[src/inc/pmc_params.svh]
/*
  Constants of the power mode controller: register offsets, field
  positions, reset values and resume timing.
  Assumes a 125 MHz system clock and a 32-bit classic Wishbone bus.
*/
// What this block does
// - active template enables each subsystem individually
// - disabled subsystem gets its clocks gated
// - alternate active applies its own template
// - sleep gates all, keeps low-speed and timers
// - hibernate stops clocks, wakes on pins only
// - low modes entered only by register write
// - wakeup from enabled interrupt or device reset
// - reset sources; hibernate accepts external pin only
// - any wakeup returns active with cpu enabled
// - cpu disabled by template, re-enabled on wake
// - active mode is the default after boot
// - sleep resume completes under fifteen microseconds
// - hibernate resume completes under hundred microseconds
// - hibernate holds pin outputs and interrupt setup
// - timewheel interrupts can wake from sleep
// - modes ordered by decreasing power consumption
// - external reset pin is active low
`ifndef PMC_PARAMS_SVH
`define PMC_PARAMS_SVH

`define PMC_ADR_MODE     8'h00
`define PMC_ADR_ACT_TPL  8'h04
`define PMC_ADR_ALT_TPL  8'h08
`define PMC_ADR_WAKE_EN  8'h0C
`define PMC_ADR_STAT     8'h10
`define PMC_ADR_CLR      8'h14
`define PMC_ADR_IRQ_EN   8'h18
`define PMC_ADR_STATUS   8'h1C

`define PMC_NSUB         8
`define PMC_NWAKE        6
`define PMC_NEVT         3
`define PMC_BIT_CPU      0
`define PMC_WK_PORT      1
`define PMC_EV_WAKE      0
`define PMC_EV_RESET     1
`define PMC_EV_REJECT    2

`define PMC_ACT_TPL_RST  8'hFF
`define PMC_ALT_TPL_RST  8'hFE
`define PMC_WAKE_EN_RST  6'h3F

`define PMC_CLK_NS       8
`define PMC_SLP_NS       15000
`define PMC_HIB_NS       100000
`define PMC_SLP_CYC      ((`PMC_SLP_NS) / (`PMC_CLK_NS))
`define PMC_HIB_CYC      ((`PMC_HIB_NS) / (`PMC_CLK_NS))
`define PMC_CNT_W        14

`endif

[src/inc/pmc_pkg.sv]
/*
  Types of the power mode controller.
  Assumes nothing beyond the params header for widths.
*/
package pmc_pkg;
  // ordered by decreasing consumption
  typedef enum logic [1:0] {
    PMC_ACTIVE = 2'b00,
    PMC_ALT    = 2'b01,
    PMC_SLEEP  = 2'b10,
    PMC_HIB    = 2'b11
  } pmc_mode_e;
endpackage

[src/hw/pmc_top.sv]
/*
  Global power mode controller: mode state, template clock gating,
  wakeup and reset handling, resume timers, Wishbone register slave
  and interrupt. Assumes wake and reset inputs synchronous to mclk and
  the external reset pin already filtered.
*/
`include "pmc_params.svh"

module pmc_top #(
  parameter int HIB_CYC = `PMC_HIB_CYC
) (
  input  wire logic                      mclk,
  input  wire logic                      rstn,
  input  wire logic                      wb_cyc_i,
  input  wire logic                      wb_stb_i,
  input  wire logic                      wb_we_i,
  input  wire logic [7:0]                wb_adr_i,
  input  wire logic [3:0]                wb_sel_i,
  input  wire logic [31:0]               wb_dat_i,
  output logic      [31:0]               wb_dat_o,
  output logic                           wb_ack_o,
  input  wire logic                      cmp_wake,
  input  wire logic                      port_interrupt_unit,
  input  wire logic                      i2c_wake,
  input  wire logic                      rtc_wake,
  input  wire logic                      central_timewheel,
  input  wire logic                      low_voltage_detect,
  input  wire logic                      external_reset_pin_n,
  input  wire logic                      watchdog_reset_source,
  input  wire logic                      precision_reset,
  output logic      [`PMC_NSUB-1:0]      sub_clk_en,
  output logic                           cpu_en,
  output logic                           lowspeed_clk_en,
  output logic                           pin_hold,
  output pmc_pkg::pmc_mode_e             cur_mode,
  output logic                           resuming,
  output logic                           irq
);
  import pmc_pkg::*;

  // ==========================================================
  // declarations
  logic [`PMC_NSUB-1:0]  act_tpl;
  logic [`PMC_NSUB-1:0]  alt_tpl;
  logic [`PMC_NWAKE-1:0] wake_en;
  logic [`PMC_NEVT-1:0]  stat;
  logic [`PMC_NEVT-1:0]  irq_en;
  logic [`PMC_CNT_W-1:0] rcnt;
  logic [`PMC_NWAKE-1:0] wake_src;
  logic [`PMC_NWAKE-1:0] wake_hit;
  logic                  wake;
  logic                  dev_reset;
  logic                  wb_req;
  logic                  wb_wr;
  logic                  mode_wr;
  logic                  req_ok;
  logic                  resume_done;
  logic [`PMC_NEVT-1:0]  next_stat;
  pmc_mode_e             req_mode;

  // the wake sampling edge, the return edge and the clock gate register
  // add three cycles, so the load keeps them inside the resume bound
  localparam logic [`PMC_CNT_W-1:0] SLP_LOAD =
    `PMC_CNT_W'(`PMC_SLP_CYC - 4);
  localparam logic [`PMC_CNT_W-1:0] HIB_LOAD =
    `PMC_CNT_W'(HIB_CYC - 4);

  // ==========================================================
  // wakeup and reset qualification
  assign wake_src = {low_voltage_detect, central_timewheel, rtc_wake,
                     i2c_wake, port_interrupt_unit, cmp_wake};

  always_comb begin
    wake_hit = wake_src & wake_en;
    if (cur_mode == PMC_HIB) begin
      // only port pins can reach a hibernating core
      wake_hit = wake_hit & `PMC_NWAKE'(1 << `PMC_WK_PORT);
    end
  end

  // timewheel is one of the sources seen in sleep
  assign wake = |wake_hit;

  // in hibernate the watchdog and precision reset are unpowered
  assign dev_reset = !external_reset_pin_n ||
                     ((cur_mode != PMC_HIB) &&
                      (watchdog_reset_source || precision_reset));

  // ==========================================================
  // bus decode
  assign wb_req  = wb_cyc_i && wb_stb_i && !wb_ack_o;
  assign wb_wr   = wb_req && wb_we_i && wb_sel_i[0];
  assign mode_wr = wb_wr && (wb_adr_i == `PMC_ADR_MODE);
  assign req_mode = pmc_mode_e'(wb_dat_i[1:0]);
  // a request during a resume is dropped
  assign req_ok  = mode_wr && !resuming;
  assign resume_done = resuming && (rcnt == '0);

  // ==========================================================
  // mode state
  always_ff @(posedge mclk or negedge rstn) begin
    if (!rstn) begin
      cur_mode <= PMC_ACTIVE;
      resuming <= 1'b0;
      rcnt     <= '0;
    end else if (dev_reset) begin
      cur_mode <= PMC_ACTIVE;
      resuming <= 1'b0;
      rcnt     <= '0;
    end else if (resuming) begin
      if (resume_done) begin
        cur_mode <= PMC_ACTIVE;
        resuming <= 1'b0;
      end else begin
        rcnt <= rcnt - 1'b1;
      end
    end else begin
      case (cur_mode)
        PMC_SLEEP: begin
          if (wake) begin
            resuming <= 1'b1;
            rcnt     <= SLP_LOAD;
          end
        end
        PMC_HIB: begin
          if (wake) begin
            resuming <= 1'b1;
            rcnt     <= HIB_LOAD;
          end
        end
        PMC_ALT: begin
          if (wake) begin
            cur_mode <= PMC_ACTIVE;
          end else if (req_ok) begin
            cur_mode <= req_mode;
          end
        end
        PMC_ACTIVE: begin
          if (req_ok && !wake) begin
            cur_mode <= req_mode;
          end
        end
        default: begin
          cur_mode <= PMC_ACTIVE;
        end
      endcase
    end
  end

  // ==========================================================
  // templates and wake enables
  always_ff @(posedge mclk or negedge rstn) begin
    if (!rstn) begin
      act_tpl <= `PMC_ACT_TPL_RST;
      alt_tpl <= `PMC_ALT_TPL_RST;
      wake_en <= `PMC_WAKE_EN_RST;
    end else if (dev_reset) begin
      act_tpl <= `PMC_ACT_TPL_RST;
      alt_tpl <= `PMC_ALT_TPL_RST;
      wake_en <= `PMC_WAKE_EN_RST;
    end else begin
      if (wb_wr && wb_adr_i == `PMC_ADR_ACT_TPL) begin
        act_tpl <= wb_dat_i[`PMC_NSUB-1:0];
      end
      if (wb_wr && wb_adr_i == `PMC_ADR_ALT_TPL) begin
        alt_tpl <= wb_dat_i[`PMC_NSUB-1:0];
      end
      if (wb_wr && wb_adr_i == `PMC_ADR_WAKE_EN) begin
        wake_en <= wb_dat_i[`PMC_NWAKE-1:0];
      end
      // hardware re-enable beats a firmware write in the same cycle
      if (resume_done || (wake && !resuming &&
          (cur_mode == PMC_ACTIVE || cur_mode == PMC_ALT))) begin
        act_tpl[`PMC_BIT_CPU] <= 1'b1;
      end
    end
  end

  // ==========================================================
  // clock gating outputs
  always_ff @(posedge mclk or negedge rstn) begin
    if (!rstn) begin
      sub_clk_en      <= '0;
      lowspeed_clk_en <= 1'b1;
      pin_hold        <= 1'b0;
    end else begin
      if (resuming) begin
        sub_clk_en <= '0;
      end else begin
        case (cur_mode)
          PMC_ACTIVE: sub_clk_en <= act_tpl;
          PMC_ALT:    sub_clk_en <= alt_tpl;
          PMC_SLEEP:  sub_clk_en <= '0;
          PMC_HIB:    sub_clk_en <= '0;
          default:    sub_clk_en <= '0;
        endcase
      end
      // sleep keeps low-speed clock for rtc and timewheel
      lowspeed_clk_en <= (cur_mode != PMC_HIB);
      // outputs and pin interrupt setup frozen while hibernating
      pin_hold <= (cur_mode == PMC_HIB);
    end
  end

  // gated clock follows the template bit
  assign cpu_en = sub_clk_en[`PMC_BIT_CPU];

  // ==========================================================
  // interrupt status
  always_comb begin
    next_stat = stat;
    if (wb_wr && wb_adr_i == `PMC_ADR_CLR) begin
      next_stat = next_stat & ~wb_dat_i[`PMC_NEVT-1:0];
    end
    // set wins over clear
    if (resume_done) begin
      next_stat[`PMC_EV_WAKE] = 1'b1;
    end
    if (dev_reset) begin
      next_stat[`PMC_EV_RESET] = 1'b1;
    end
    if (mode_wr && resuming) begin
      next_stat[`PMC_EV_REJECT] = 1'b1;
    end
  end

  always_ff @(posedge mclk or negedge rstn) begin
    if (!rstn) begin
      stat   <= '0;
      irq_en <= '0;
      irq    <= 1'b0;
    end else begin
      stat <= next_stat;
      if (wb_wr && wb_adr_i == `PMC_ADR_IRQ_EN) begin
        irq_en <= wb_dat_i[`PMC_NEVT-1:0];
      end
      irq <= |(next_stat & irq_en);
    end
  end

  // ==========================================================
  // wishbone slave: ack one cycle after the strobe
  always_ff @(posedge mclk or negedge rstn) begin
    if (!rstn) begin
      wb_ack_o <= 1'b0;
      wb_dat_o <= '0;
    end else begin
      wb_ack_o <= wb_req;
      if (wb_req && !wb_we_i) begin
        case (wb_adr_i)
          `PMC_ADR_MODE:    wb_dat_o <= {30'h0, cur_mode};
          `PMC_ADR_ACT_TPL: wb_dat_o <= {24'h0, act_tpl};
          `PMC_ADR_ALT_TPL: wb_dat_o <= {24'h0, alt_tpl};
          `PMC_ADR_WAKE_EN: wb_dat_o <= {26'h0, wake_en};
          `PMC_ADR_STAT:    wb_dat_o <= {29'h0, stat};
          `PMC_ADR_IRQ_EN:  wb_dat_o <= {29'h0, irq_en};
          `PMC_ADR_STATUS:  wb_dat_o <= {15'h0, resuming,
                                         2'h0, rcnt};
          default:          wb_dat_o <= 32'h0;
        endcase
      end
    end
  end
endmodule

[config.mk]
export PLATFORM = sky130hd
export DESIGN_NAME = pmc_top
export DESIGN_NICKNAME = d
export VERILOG_FILES = /design/src/inc/pmc_pkg.sv /design/src/hw/pmc_top.sv
export VERILOG_INCLUDE_DIRS = /design/src /design/src/inc
export SDC_FILE = /design/constraint.sdc
export NUM_CORES = 1
export LEC_CHECK = 0
export ABC_AREA = 0
export BUFFER_PORTS_ARGS = -buffer_cell sky130_fd_sc_hd__buf_4
export CORE_AREA = 10 10 101 103
export DETAILED_ROUTE_END_ITERATION = 8
export DIE_AREA = 0 0 111 113
export GPL_ROUTABILITY_DRIVEN = 0
export PLACE_DENSITY = 0.83
export SYNTH_ARGS = -nofsm -noshare
export SYNTH_HDL_FRONTEND = slang
export SYNTH_SLANG_ARGS = --single-unit
[constraint.sdc]
create_clock -name mclk -period 3.5 [get_ports mclk]
set_input_delay 0.175 -clock mclk [delete_from_list [all_inputs] [get_ports mclk]]
set_output_delay 0.175 -clock mclk [all_outputs]
set_load 0.02 [all_outputs]
**Yosys cells after proc, flatten, opt, wreduce, memory -nomap -nowiden**

Index checks and enable logic that the tools add are counted.

- Add/sub/neg operators: 1
- Eq/ne operators: 17
- Multiplexer cells: 33
- Bitwise gates (word level): 4
- Reduce and logical (&&, ||, !) cells: 41

Operators with widths:

| cell | count |
|---|---|
| 17-bit case mux with 7 select lines | 1 |
| 14-bit 2-to-1 mux | 5 |
| 8-bit 2-to-1 mux | 5 |
| 8-bit by 5-bit == test with 1-bit output (second input constant) | 4 |
| 14-bit case mux with 2 select lines | 1 |
| 8-bit case mux with 3 select lines | 1 |
| 1-bit logical AND | 18 |
| 6-bit 2-to-1 mux | 3 |
| 8-bit by 4-bit == test with 1-bit output (second input constant) | 2 |
| 14-bit zero test | 1 |
| 14-bit by 1-bit subtractor with 14-bit output (second input constant) | 1 |
| 2-bit 2-to-1 mux | 6 |
| 4-bit != test (second input constant) | 3 |
| 1-bit 2-to-1 mux | 9 |
| 8-bit by 3-bit == test with 1-bit output (second input constant) | 1 |
| 8-bit zero test | 1 |
| 4-bit AND reduction | 2 |
| 4-bit nonzero test | 2 |
| 3-bit bitwise AND | 2 |
| 6-bit bitwise AND | 1 |
| 2-bit nonzero test | 3 |
| 6-bit OR reduction | 1 |
| 1-bit zero test | 5 |
| 5-bit != test (second input constant) | 1 |
| 13 further kinds | 17 |

- Flip-flop bits (word level): 89
- Output and inout port bits: 48
- Logic and storage cells: 111

**Longest topological paths before layout**

Gate-level depths: netlist of run 1.

- Depth after elaboration: 11
- Mapped depth: 7
- Mapped depth without buffers: 7

**Worst setup path before layout of run 1**

Ideal clock, no wire load.

- Kind: reg2reg
- Start point: register resuming
- End point: register cur_mode[1]
- Arrival time: 1.805 ns
- Setup slack: 1.573 ns
- Cell stages (with the launch flop): 7
- Path buffers: 1
- Cells stage by stage: dfrtp_1 > or2_2 > clkbuf_1 > o211ai_1 > a21oi_1 > a21oi_1 > a32o_1

- Longest elaborated chain between the ends: 5

RTL lines:

| element | RTL line | text |
|---|---|---|
| start: declaration | pmc_top.sv:36 | `output logic resuming,` |
| start signal: assignment | pmc_top.sv:104 | `resuming <= 1'b0;` |
| start signal: assignment | pmc_top.sv:108 | `resuming <= 1'b0;` |
| start signal: assignment | pmc_top.sv:113 | `resuming <= 1'b0;` |
| 1-bit zero test | pmc_top.sv:96 | `assign req_ok = mode_wr && !resuming;` |
| 1-bit logical AND | pmc_top.sv:96 |  |
| 1-bit logical AND | pmc_top.sv:139 | `if (req_ok && !wake) begin` |
| 4-bit != test (no line) | -- |  |
| 4-bit AND reduction (no line) | -- |  |
| end signal: assignment | pmc_top.sv:135 | `cur_mode <= req_mode;` |
| end signal: assignment | pmc_top.sv:140 | `cur_mode <= req_mode;` |
| end: declaration | pmc_top.sv:35 | `output pmc_pkg::pmc_mode_e cur_mode,` |

Several ways; a longest one is shown, not always the timed one.
A chain may end at the register's enable or synchronous reset.

**Worst setup path in the final report of run 1**

- Start point: register cur_mode[0]
- End point: register rcnt[9]

- Longest elaborated chain between the ends: 5

RTL lines:

| element | RTL line | text |
|---|---|---|
| 2-bit == test / 2-bit != test (equally long branches) | pmc_top.sv:75, pmc_top.sv:118, pmc_top.sv:86 |  |
| 6-bit 2-to-1 mux / 1-bit logical AND (equally long branches) | pmc_top.sv:75, pmc_top.sv:86 |  |
| 6-bit OR reduction / 1-bit logical OR (equally long branches) | pmc_top.sv:82, pmc_top.sv:85 |  |
| 4-bit != test (no line) (tied with other cells) | -- |  |
| 4-bit AND reduction (no line) | -- |  |
| end signal: assignment | pmc_top.sv:115 | `rcnt <= rcnt - 1'b1;` |
| end: declaration | pmc_top.sv:48 | `` logic [`PMC_CNT_W-1:0] rcnt; `` |

Several ways; a longest one is shown, not always the timed one.

==> flow_metrics.env, run 1 <==
export IMPL_status="finished, final reports clean"
export IMPL_slew_violations=0
export IMPL_ys_warn_count=0
export IMPL_path_max_fanout=13
export IMPL_cts_sinks=72
export IMPL_core_um2=8130
export IMPL_finalInstanceArea_um2=4520
export IMPL_grt_pass1_wl_um=17300
export IMPL_die_h_um=113
export IMPL_async_reset_ff_share_pct=100
export IMPL_cts_buffer_depth=2
export IMPL_dr_pass1_iters=5
export IMPL_period_needed_ns=2.61
export IMPL_first_global_vias=3390
export IMPL_antenna_cells=0
export IMPL_via_per_inst=6.04
export IMPL_crit_type="reg -> reg"
export IMPL_start_util_pct=47.6
export IMPL_area_delta_synth_final_pct=16.8
export IMPL_synth_adder_area_share_pct=0.647
export IMPL_cts_tree="built"
export IMPL_die_width_um=111
export IMPL_ys_seq_area_share_pct=47.3
export IMPL_insertion_delay_ns=0.38
export IMPL_power_static_leakage_nw=2.06
export IMPL_vias=3497
export IMPL_syn_cell_area_um2=3870
export IMPL_ys_top_cells_by_area="dfrtp_1 (32%), dfstp_2 (15%), nand2_1 (7.7%), nand3_1 (5.2%), buf_4 (3.9%)"
export IMPL_drive_above_1_share_pct=24.5
export IMPL_synth_xor_area_share_pct=0.226
export IMPL_fmax_mhz=384
export IMPL_setup_violations=0
export IMPL_fin_nets=529
export IMPL_grt_max_degree=73
export IMPL_mostFrequentLayoutCells="nand2_1 (79), buf_4 (63), dfrtp_1 (50)"
export IMPL_numCtsBuffers=9
export IMPL_synthMuxAreaShare_pct=4.53
export IMPL_grt_use_total_pct=16.7
export IMPL_synth_ff_latch_count=72
export IMPL_synth_largest_area_cell="dfrtp_1"
export IMPL_ctsResizeCount=0
export IMPL_cts_max_level=3
export IMPL_ant_nets=0
export IMPL_hold_path_class="in -> reg"
export IMPL_setup_tns_ns=0
export IMPL_wl_per_cell_um=18.6
export IMPL_cts_root_buffer_cell="clkbuf_8"
export IMPL_synth_top_cell_area_share_pct=32.3
export IMPL_synth_ff_type="dfrtp_1"
export IMPL_cp_required_ns=3.79
export IMPL_rsz0062_at_grt="false"
export IMPL_cts_setup_buffers=0
export IMPL_drt_total_wl_um=10800
export IMPL_worstPathArrival_ns=2.89
export IMPL_fin_crit_sh_pct=74.5
export IMPL_tightest_slew_ns=0.878
export IMPL_ys_types=56
export IMPL_synth_edf_count=0
export IMPL_p_per_area_nw_per_um2=363
export IMPL_drtIter0Drc=361
export IMPL_peakVddDrop_v=0.000216
export IMPL_maxCapViolations=0
export IMPL_fp_row_count=33
export IMPL_finalClockSkew_ns=0.00989
export IMPL_synth_top_family_by_area="simple AND/OR/NAND/NOR gates"
export IMPL_clk_pin_slew_ns=0.09
export IMPL_grt_overflow=0
export IMPL_place_area_um2=4320
export IMPL_syn_avg_cell_area_um2=9.39
export IMPL_slew_headroom_pct=40.9
export IMPL_cp_end_kind="flip-flop"
export IMPL_hpwlAfterDp_um=7920
export IMPL_synth_simple_area_share_pct=24.5
export IMPL_synthCells=412
export IMPL_io_pins=106
export IMPL_hold_viol_final=0
export IMPL_final_common_cell="nand2_1"
export IMPL_antenna_found_initial=0
export IMPL_die_area_um2=12500
export IMPL_drc=0
export IMPL_io_buffers=61
export IMPL_synth_compound_area_share_pct=16.0
export IMPL_startpoint_type="flip-flop"
-- report_power, final --
part           internal, W  switching (W)  total (W)
sequential        0.000841     0.00000767   0.000849
combinational    0.0000505       0.000102   0.000153
clock             0.000271       0.000367   0.000638
total              0.00116       0.000477    0.00164
-- worst max-delay path, stage by stage, from the launching register on --
cell and delay [ns]:
dfrtp_1 0.81, and2_1 0.42, o211ai_1 0.19, a21oi_1 0.60, nand2_1 0.25, o221ai_1 0.23
-- cell families after synthesis --
| logic type | count (synthesis) |
|---|---|
| XOR/XNOR | 1 |
| multiplexers | 17 |
| AO/OA/AOI/OAI | 85 |
| AND/OR/NAND/NOR | 187 |
| flip-flops | 72 |
| buffers and inverters | 47 |
| other | 1 |
| adder cells (fa/ha/maj) | 2 |
-- area by class of cell --
class	instances	area, um2
Clock inverter	7	61.3
Inverter	13	48.8
Sequential cell	72	1830
Multi-Input combinational cell	309	1840
Tap cell	105	131
Timing Repair Buffer	64	483
Clock buffer	9	124
Fill cell	740	3620
-- path summary, 6_finish.rpt --
| kind | depth (start not counted) | slack, ns | end | start |
|---|---|---|---|---|
| min in group asynchronous | 2 | 0.47 | sub_clk_en[6]$_DFF_PN0_ | rstn |
| max | 5 | 0.89 | rcnt[9]$_DFFE_PN0P_ | cur_mode[0]$_DFFE_PN0P_ |
| max in group asynchronous | 2 | 2.46 | irq_en[2]$_DFFE_PN0P_ | rstn |
| max reg2reg | 5 | 0.89 | rcnt[9]$_DFFE_PN0P_ | cur_mode[0]$_DFFE_PN0P_ |
| min reg2reg | 2 | 0.49 | wb_dat_o[8]$_DFFE_PN0P_ | wb_dat_o[8]$_DFFE_PN0P_ |
| min | 3 | 0.01 | alt_tpl[6]$_DFFE_PN1P_ | wb_dat_i[6] |
-- Yosys cell counts (3+ instances only) --
| cell | count |
|---|---|
| nor2_1 | 21 |
| and3_1 | 4 |
| a21o_1 | 3 |
| nor4_1 | 7 |
| a31oi_1 | 3 |
| buf_4 | 20 |
| nand4_1 | 5 |
| o21ai_1 | 8 |
| clkbuf_1 | 13 |
| and2_1 | 4 |
| o21ai_0 | 10 |
| inv_1 | 12 |
| a221oi_1 | 6 |
| a21oi_1 | 11 |
| o31ai_1 | 9 |
| nand4b_1 | 3 |
| o221ai_1 | 4 |
| a22o_1 | 9 |
| nand2_1 | 79 |
| dfrtp_1 | 50 |
| a221o_1 | 5 |
| dfstp_2 | 22 |
| mux2_2 | 4 |
| mux2i_1 | 13 |
| nor3_1 | 5 |
| nand3_1 | 40 |
-- sequential cells by signal (all words and copies together), names as in the netlist --
| signal | flops |
|---|---|
| wake_en | 6 |
| irq_en | 3 |
| cur_mode | 2 |
| wb_ack_o | 1 |
| rcnt | 14 |
| act_tpl | 8 |
| irq | 1 |
| stat | 3 |
| wb_dat_o | 15 |
| resuming | 1 |
| alt_tpl | 8 |
| sub_clk_en | 8 |
| lowspeed_clk_en | 1 |
| pin_hold | 1 |
-- through the flow --
| step | total power, W | hold slack (ns) | util [%] | instances | setup WS, ns |
|---|---|---|---|---|---|
| after floorplan | 0.000955 | -0.121 | - | 428 | 1.57 |
| after global routing | 0.00169 | 0.0266 | 55.5 | 579 | 0.684 |
| after global placement | 0.00101 | 0.336 | 53.1 | 562 | 1.09 |
| after CTS | 0.00164 | 0.0148 | 55.5 | 579 | 0.939 |
| after detailed placement | 0.00101 | 0.348 | 53.1 | 562 | 0.956 |
| final | 0.00164 | 0.0125 | 55.5 | 579 | 0.894 |
-- per-layer routing --
layer  vias up  GRT usage (%)  wire [um]
li1       1576              -          -
met1      1671           20.9       4370
met2       212           26.5       5010
met3        38           5.44       1080
met4         0           6.16        294
met5         -              0          0
-- repair_timing --
| item | in CTS | in global routing |
|---|---|---|
| endpoints found under the setup margin | 0 | 0 |
| hold endpoints to repair | 50 | 0 |
| hold buffers | 1 | 0 |
(Power assumes the default switching activity.)
==> inputs of run 2 (changes only) <==
ABC_AREA = 1   (was 0)
CORE_AREA = 10 10 103 105   (was 10 10 101 103)
DIE_AREA = 0 0 113 115   (was 0 0 111 113)
PLACE_DENSITY = 0.86   (was 0.83)
clock period = 2.2 ns   (was 3.5 ns; I/O delays follow)
==> flow_metrics.env, run 2 <==
export IMPL_status="finished, final reports clean"
export IMPL_setup_violations=0
export IMPL_dp_cells=681
export IMPL_wl_per_cell_um=15.7
export IMPL_die_width_um=113
export IMPL_cp_required_ns=2.49
export IMPL_synth_adder_area_share_pct=0.619
export IMPL_grt_max_degree=73
export IMPL_insertion_delay_ns=0.37
export IMPL_ys_types=39
export IMPL_die_h_um=115
export IMPL_crit_type="reg -> reg"
export IMPL_ys_warn_count=0
export IMPL_fin_crit_sh_pct=83.9
export IMPL_grt_use_total_pct=16.8
export IMPL_largest_reg_flops=15
export IMPL_p_per_area_nw_per_um2=644
export IMPL_top_register="wb_dat_o"
export IMPL_antenna_found_initial=0
export IMPL_multi_input_area_um2=1870
export IMPL_synth_edf_count=0
export IMPL_worstPathArrival_ns=2.13
export IMPL_cp_end_kind="flip-flop"
export IMPL_numCtsBuffers=9
export IMPL_utilization_pct=55.9
export IMPL_top_regs="wb_dat_o x15, rcnt x14"
export IMPL_mostFrequentLayoutCells="nand2_1 (154), buf_4 (69), dfrtp_1 (50)"
export IMPL_async_reset_ff_share_pct=100
export IMPL_hold_path_class="in -> reg"
export IMPL_dr_pass1_iters=5
export IMPL_synth_xor_area_share_pct=0.217
export IMPL_first_global_vias=3636
export IMPL_ys_seq_area_share_pct=45.3
export IMPL_yosys_cell_count_top_type="nand2_1"
export IMPL_syn_avg_cell_area_um2=7.80
export IMPL_totalPowerFinal_w=0.00308
export IMPL_fp_row_count=34
export IMPL_ant_nets=0
export IMPL_peakVddDrop_v=0.000311
export IMPL_grt_overflow=0
export IMPL_io_buffers=61
export IMPL_synth_ff_latch_count=72
export IMPL_maxCapViolations=0
export IMPL_synthCells=518
export IMPL_fin_nets=645
export IMPL_clk_pin_slew_ns=0.08
export IMPL_syn_cell_area_um2=4040
export IMPL_die_area_um2=13000
export IMPL_regArea_um2=1830
export IMPL_instances_no_fill=698
export IMPL_synth_commonest_cells="nand2_1 (154), dfrtp_1 (50), nor2_1 (48), inv_1 (43), o21ai_0 (43)"
export IMPL_slew_headroom_pct=40.5
export IMPL_finalInstanceArea_um2=4780
export IMPL_drive_above_1_share_pct=24.7
export IMPL_setup_tns_ns=0
export IMPL_final_common_cell="nand2_1"
export IMPL_path_max_fanout=19
export IMPL_area_delta_synth_final_pct=18.3
export IMPL_cts_root_buffer_cell="clkbuf_8"
export IMPL_rsz0062_at_grt="false"
export IMPL_power_static_leakage_nw=2.40
export IMPL_drtIter0Drc=435
export IMPL_drc=0
export IMPL_hpwlAfterDp_um=8100
export IMPL_tightest_slew_ns=0.893
export IMPL_cts_max_level=3
export IMPL_synth_compound_area_share_pct=13.5
export IMPL_synthMuxAreaShare_pct=0
export IMPL_fill_cells=771
export IMPL_synth_top_cell_area_share_pct=31.0
export IMPL_via_per_inst=5.37
export IMPL_cts_sinks=72
export IMPL_ctsResizeCount=0
export IMPL_synth_ff_type="dfrtp_1"
export IMPL_vias=3749
export IMPL_hold_viol_final=0
export IMPL_io_pins=106
export IMPL_synth_simple_area_share_pct=30.4
export IMPL_fmax_mhz=542
export IMPL_grt_pass1_wl_um=17900
export IMPL_antenna_cells=0
export IMPL_slew_violations=0
export IMPL_synth_top_family_by_area="simple AND/OR/NAND/NOR gates"
export IMPL_startpoint_type="flip-flop"
export IMPL_core_um2=8550
export IMPL_start_util_pct=47.3
export IMPL_drt_total_wl_um=10900
export IMPL_cts_tree="built"
export IMPL_cts_buffer_depth=2
export IMPL_period_needed_ns=1.85
export IMPL_synth_largest_area_cell="dfrtp_1"
export IMPL_finalClockSkew_ns=0.00938
export IMPL_place_area_um2=4530
export IMPL_ys_top_cells_by_area="dfrtp_1 (31%), dfstp_2 (14%), nand2_1 (14%), o21ai_0 (5.3%), nor2_1 (4.5%)"
-- run 2: cell types whose count changed in the layout (fill, tap and decap cells not counted), sizes merged, moves of 5 or more --
| cell | before | now |
|---|---|---|
| inv | 17 | 46 |
| nor4 | 11 | 1 |
| nand2 | 80 | 170 |
| o21ai | 18 | 64 |
| mux2i | 13 | 0 |
| a221oi | 6 | 0 |
| nor2 | 22 | 59 |
| nand3 | 40 | 28 |
| a221o | 5 | 0 |
| buf | 63 | 69 |
| a22o | 9 | 1 |
-- run 2: logic make-up (layout without fill, tap and decap cells) --
kind of cell | count (synthesis) | count (layout)
AOI/OAI and AO/OA | 95 | 95
xor gates and xnor gates | 1 | 1
adders and majority gates | 2 | 2
buffers and inverters | 76 | 132
DFF | 72 | 72
other | 1 | 17
and+or+nand+nor | 271 | 271
-- run 2: per-stage QoR --
step / hold WS, ns / worst slack (ns)
floorplan: -0.186 / 0.606
global placement: 0.279 / 0.448
detailed placement: 0.290 / 0.405
CTS: 0.0146 / 0.379
global route: 0.0347 / 0.183
finish: 0.0227 / 0.355
-- run 2: worst max-delay path, cell delays in order (launching register included) --
cell	delay, ns
dfrtp_1	0.54
nand2_4	0.15
inv_4	0.13
nand2_4	0.08
nand2_8	0.15
inv_4	0.10
a21oi_1	0.22
inv_1	0.14
o21ai_1	0.16
nand3_1	0.09
-- run 2: timing repair --
action | CTS | global route
setup buffers | 0 | 0
endpoints found under the hold margin | 50 | 0
hold buffers | 1 | 0
setup endpoints to repair | 0 | 0
-- run 2: per-layer routing --
layer / vias up / track usage [%] / wire (um)
met1: 1698 / 21.4 / 4590
met3: 33 / 5.94 / 1260
met4: 0 / 7.95 / 304
met5: - / 0 / 0
met2: 229 / 24.8 / 4780
li1: 1789 / - / -
-- run 2: final timing paths --
| check | from | endpoint | slack (ns) | depth (start not counted) |
|---|---|---|---|---|
| setup / recovery | cur_mode[1]$_DFFE_PN0P_ | act_tpl[0]$_DFFE_PN1P_ | 0.35 | 9 |
| hold / removal | wb_cyc_i | wb_ack_o$_DFF_PN0_ | 0.02 | 3 |
| setup reg to reg | cur_mode[1]$_DFFE_PN0P_ | act_tpl[0]$_DFFE_PN1P_ | 0.35 | 9 |
| hold reg to reg | wb_dat_o[0]$_DFFE_PN0P_ | wb_dat_o[0]$_DFFE_PN0P_ | 0.48 | 2 |
| max in group asynchronous | rstn | sub_clk_en[1]$_DFF_PN0_ | 1.21 | 2 |
| min in group asynchronous | rstn | rcnt[1]$_DFFE_PN0P_ | 0.42 | 2 |
-- run 2: layout make-up --
type | count | area share, %
clock buffers | 10 | 2.67
multi-input cells | 386 | 39.2
inverters | 46 | 3.72
flip-flops and latches | 72 | 38.3
clock inverters | 6 | 2.25
repair buffers | 70 | 11.0
well taps | 108 | 2.83
-- run 2: power breakdown --
| group | switching [W] | internal, W | leakage, nW |
|---|---|---|---|
| registers | 0.0000370 | 0.00139 | 0.884 |
| clock network | 0.000510 | 0.000749 | 0.116 |
| logic | 0.000259 | 0.000135 | 1.40 |
==> inputs of run 3 (changes only) <==
ABC_AREA = 0   (was 1)
CORE_AREA = 10 10 101 103   (was 10 10 103 105)
DIE_AREA = 0 0 111 113   (was 0 0 113 115)
PLACE_DENSITY = 0.83   (was 0.86)
clock period = 1.8 ns   (was 2.2 ns; I/O delays follow)
==> flow_metrics.env, run 3 (synthesis results as in run 1) <==
export IMPL_io_buffers=61
export IMPL_drt_total_wl_um=12900
export IMPL_hold_path_class="in -> reg"
export IMPL_grt_max_degree=35
export IMPL_top_register="wb_dat_o"
export IMPL_dp_cells=619
export IMPL_setup_violations=7
export IMPL_numCtsBuffers=9
export IMPL_wl_per_cell_um=19.8
export IMPL_p_per_area_nw_per_um2=655
export IMPL_path_max_fanout=6
export IMPL_hpwlAfterDp_um=8940
export IMPL_grt_overflow=0
export IMPL_insertion_delay_ns=0.36
export IMPL_cts_max_level=3
export IMPL_cts_tree="built"
export IMPL_cp_end_kind="flip-flop"
export IMPL_vias=3896
export IMPL_grt_pass1_wl_um=19900
export IMPL_setup_tns_ns=-0.0753
export IMPL_fp_row_count=33
export IMPL_antenna_found_initial=1
export IMPL_io_pins=106
export IMPL_crit_start="rcnt[2]$_DFFE_PN0P_"
export IMPL_die_area_um2=12500
export IMPL_fin_crit_sh_pct=102
export IMPL_fmax_mhz=546
export IMPL_hold_slack_ns=0.00953
export IMPL_cts_buffer_depth=2
export IMPL_period_needed_ns=1.83
export IMPL_hold_viol_final=0
export IMPL_die_width_um=111
export IMPL_area_delta_synth_final_pct=38.8
export IMPL_min_delay_start="wb_dat_i[1]"
export IMPL_peakVddDrop_v=0.000439
export IMPL_start_util_pct=47.6
export IMPL_utilization_pct=66.0
export IMPL_startpoint_type="flip-flop"
export IMPL_finalClockSkew_ns=0.0116
export IMPL_worst_slack_ns=-0.0317
export IMPL_cts_sinks=72
export IMPL_largest_reg_flops=15
export IMPL_fin_nets=601
export IMPL_grt_use_total_pct=19.2
export IMPL_drc=0
export IMPL_crit_reg2reg_launch="rcnt[2]$_DFFE_PN0P_"
export IMPL_cts_root_buffer_cell="clkbuf_8"
export IMPL_hold_depth=3
export IMPL_status="complete, but fails checks"
export IMPL_power_static_leakage_nw=2.49
export IMPL_instances_no_fill=652
export IMPL_top_regs="wb_dat_o x15, rcnt x14"
export IMPL_rsz0062_at_grt="true"
export IMPL_cp_required_ns=2.04
export IMPL_drive_above_1_share_pct=39.0
export IMPL_worstPathArrival_ns=2.07
export IMPL_ant_nets=0
export IMPL_r2r_cells=6
export IMPL_dr_pass1_iters=5
export IMPL_first_global_vias=3955
export IMPL_crit_type="reg -> reg"
export IMPL_final_common_cell="buf_4"
export IMPL_mostFrequentLayoutCells="buf_4 (121), nand2_1 (78), dfrtp_1 (49)"
export IMPL_die_h_um=113
export IMPL_totalPowerFinal_w=0.00352
export IMPL_clk_pin_slew_ns=0.09
export IMPL_slew_violations=0
export IMPL_violations="setup timing"
export IMPL_maxCapViolations=0
export IMPL_core_um2=8130
export IMPL_via_per_inst=5.98
export IMPL_drtIter0Drc=367
run 3: cell count changes in the layout (fill, tap and decap cells not counted), sizes merged, moves of 8 or more:
cell   before  now
nand3      28   40
a22o        1    9
buf        69  129
nor4        1   11
nor2       59   22
o21ai      64   18
mux2i       0   13
nand2     170   80
inv        46   14
run 3: repair_timing:
action | in CTS | in global routing
gates resized for setup | 16 | 32
endpoints found under the hold margin | 38 | 0
pin swaps | 4 | 16
setup endpoints to repair | 17 | 27
hold buffers | 7 | 0
buffers inserted | 3 | 7
run 3: metrics by stage:
step	area (um2)	worst slack, ns
4_1_cts	5200	-0.0220
6_report	5370	-0.0317
3_3_place_gp	4800	-0.0668
2_1_floorplan	3950	-0.0312
3_5_place_dp	4800	-0.0951
5_1_grt	5370	-0.109
run 3: worst max-delay path, cell delays in order (launching register included):
cell	delay [ns]
dfrtp_1	0.44
nor4_4	0.31
and4_4	0.32
buf_6	0.11
a221oi_4	0.09
and3_1	0.20
a221o_1	0.26
run 3: worst paths after layout:
check	end	slack (ns)
worst max-delay path	rcnt[7]$_DFFE_PN0P_	-0.03
worst min-delay path	alt_tpl[1]$_DFFE_PN1P_	0.01
worst max register to register	rcnt[7]$_DFFE_PN0P_	-0.03
worst min register to register	wb_dat_o[11]$_DFFE_PN0P_	0.48
max in group asynchronous	wake_en[4]$_DFFE_PN1P_	0.93
min in group asynchronous	cur_mode[0]$_DFFE_PN0P_	0.22
run 3: layer usage:
metal  up-vias  part of all wire (%)  routed length (um)  GRT usage (%)
li1       1724                     -                   -              -
met1      1867                    39                5020           23.1
met2       255                    48                6210           31.9
met3        50                   9.0                1160           3.80
met4         0                   4.1                 534           10.3
met5         -                     0                   0              0
run 3: cell type report:
cell class	instances	area (um2)
Clock inverter	6	90.1
Tap cell	105	131
Timing Repair Buffer	136	1090
Multi-Input combinational cell	309	2040
Antenna cell	1	2.50
Clock buffer	10	138
Fill cell	589	2760
Inverter	13	48.8
Sequential cell	72	1830
run 3: power breakdown:
group	switching [W]	total, W	internal [W]
sequential	0.00000827	0.00164	0.00164
clock	0.000660	0.00149	0.000826
combinational	0.000237	0.000386	0.000149
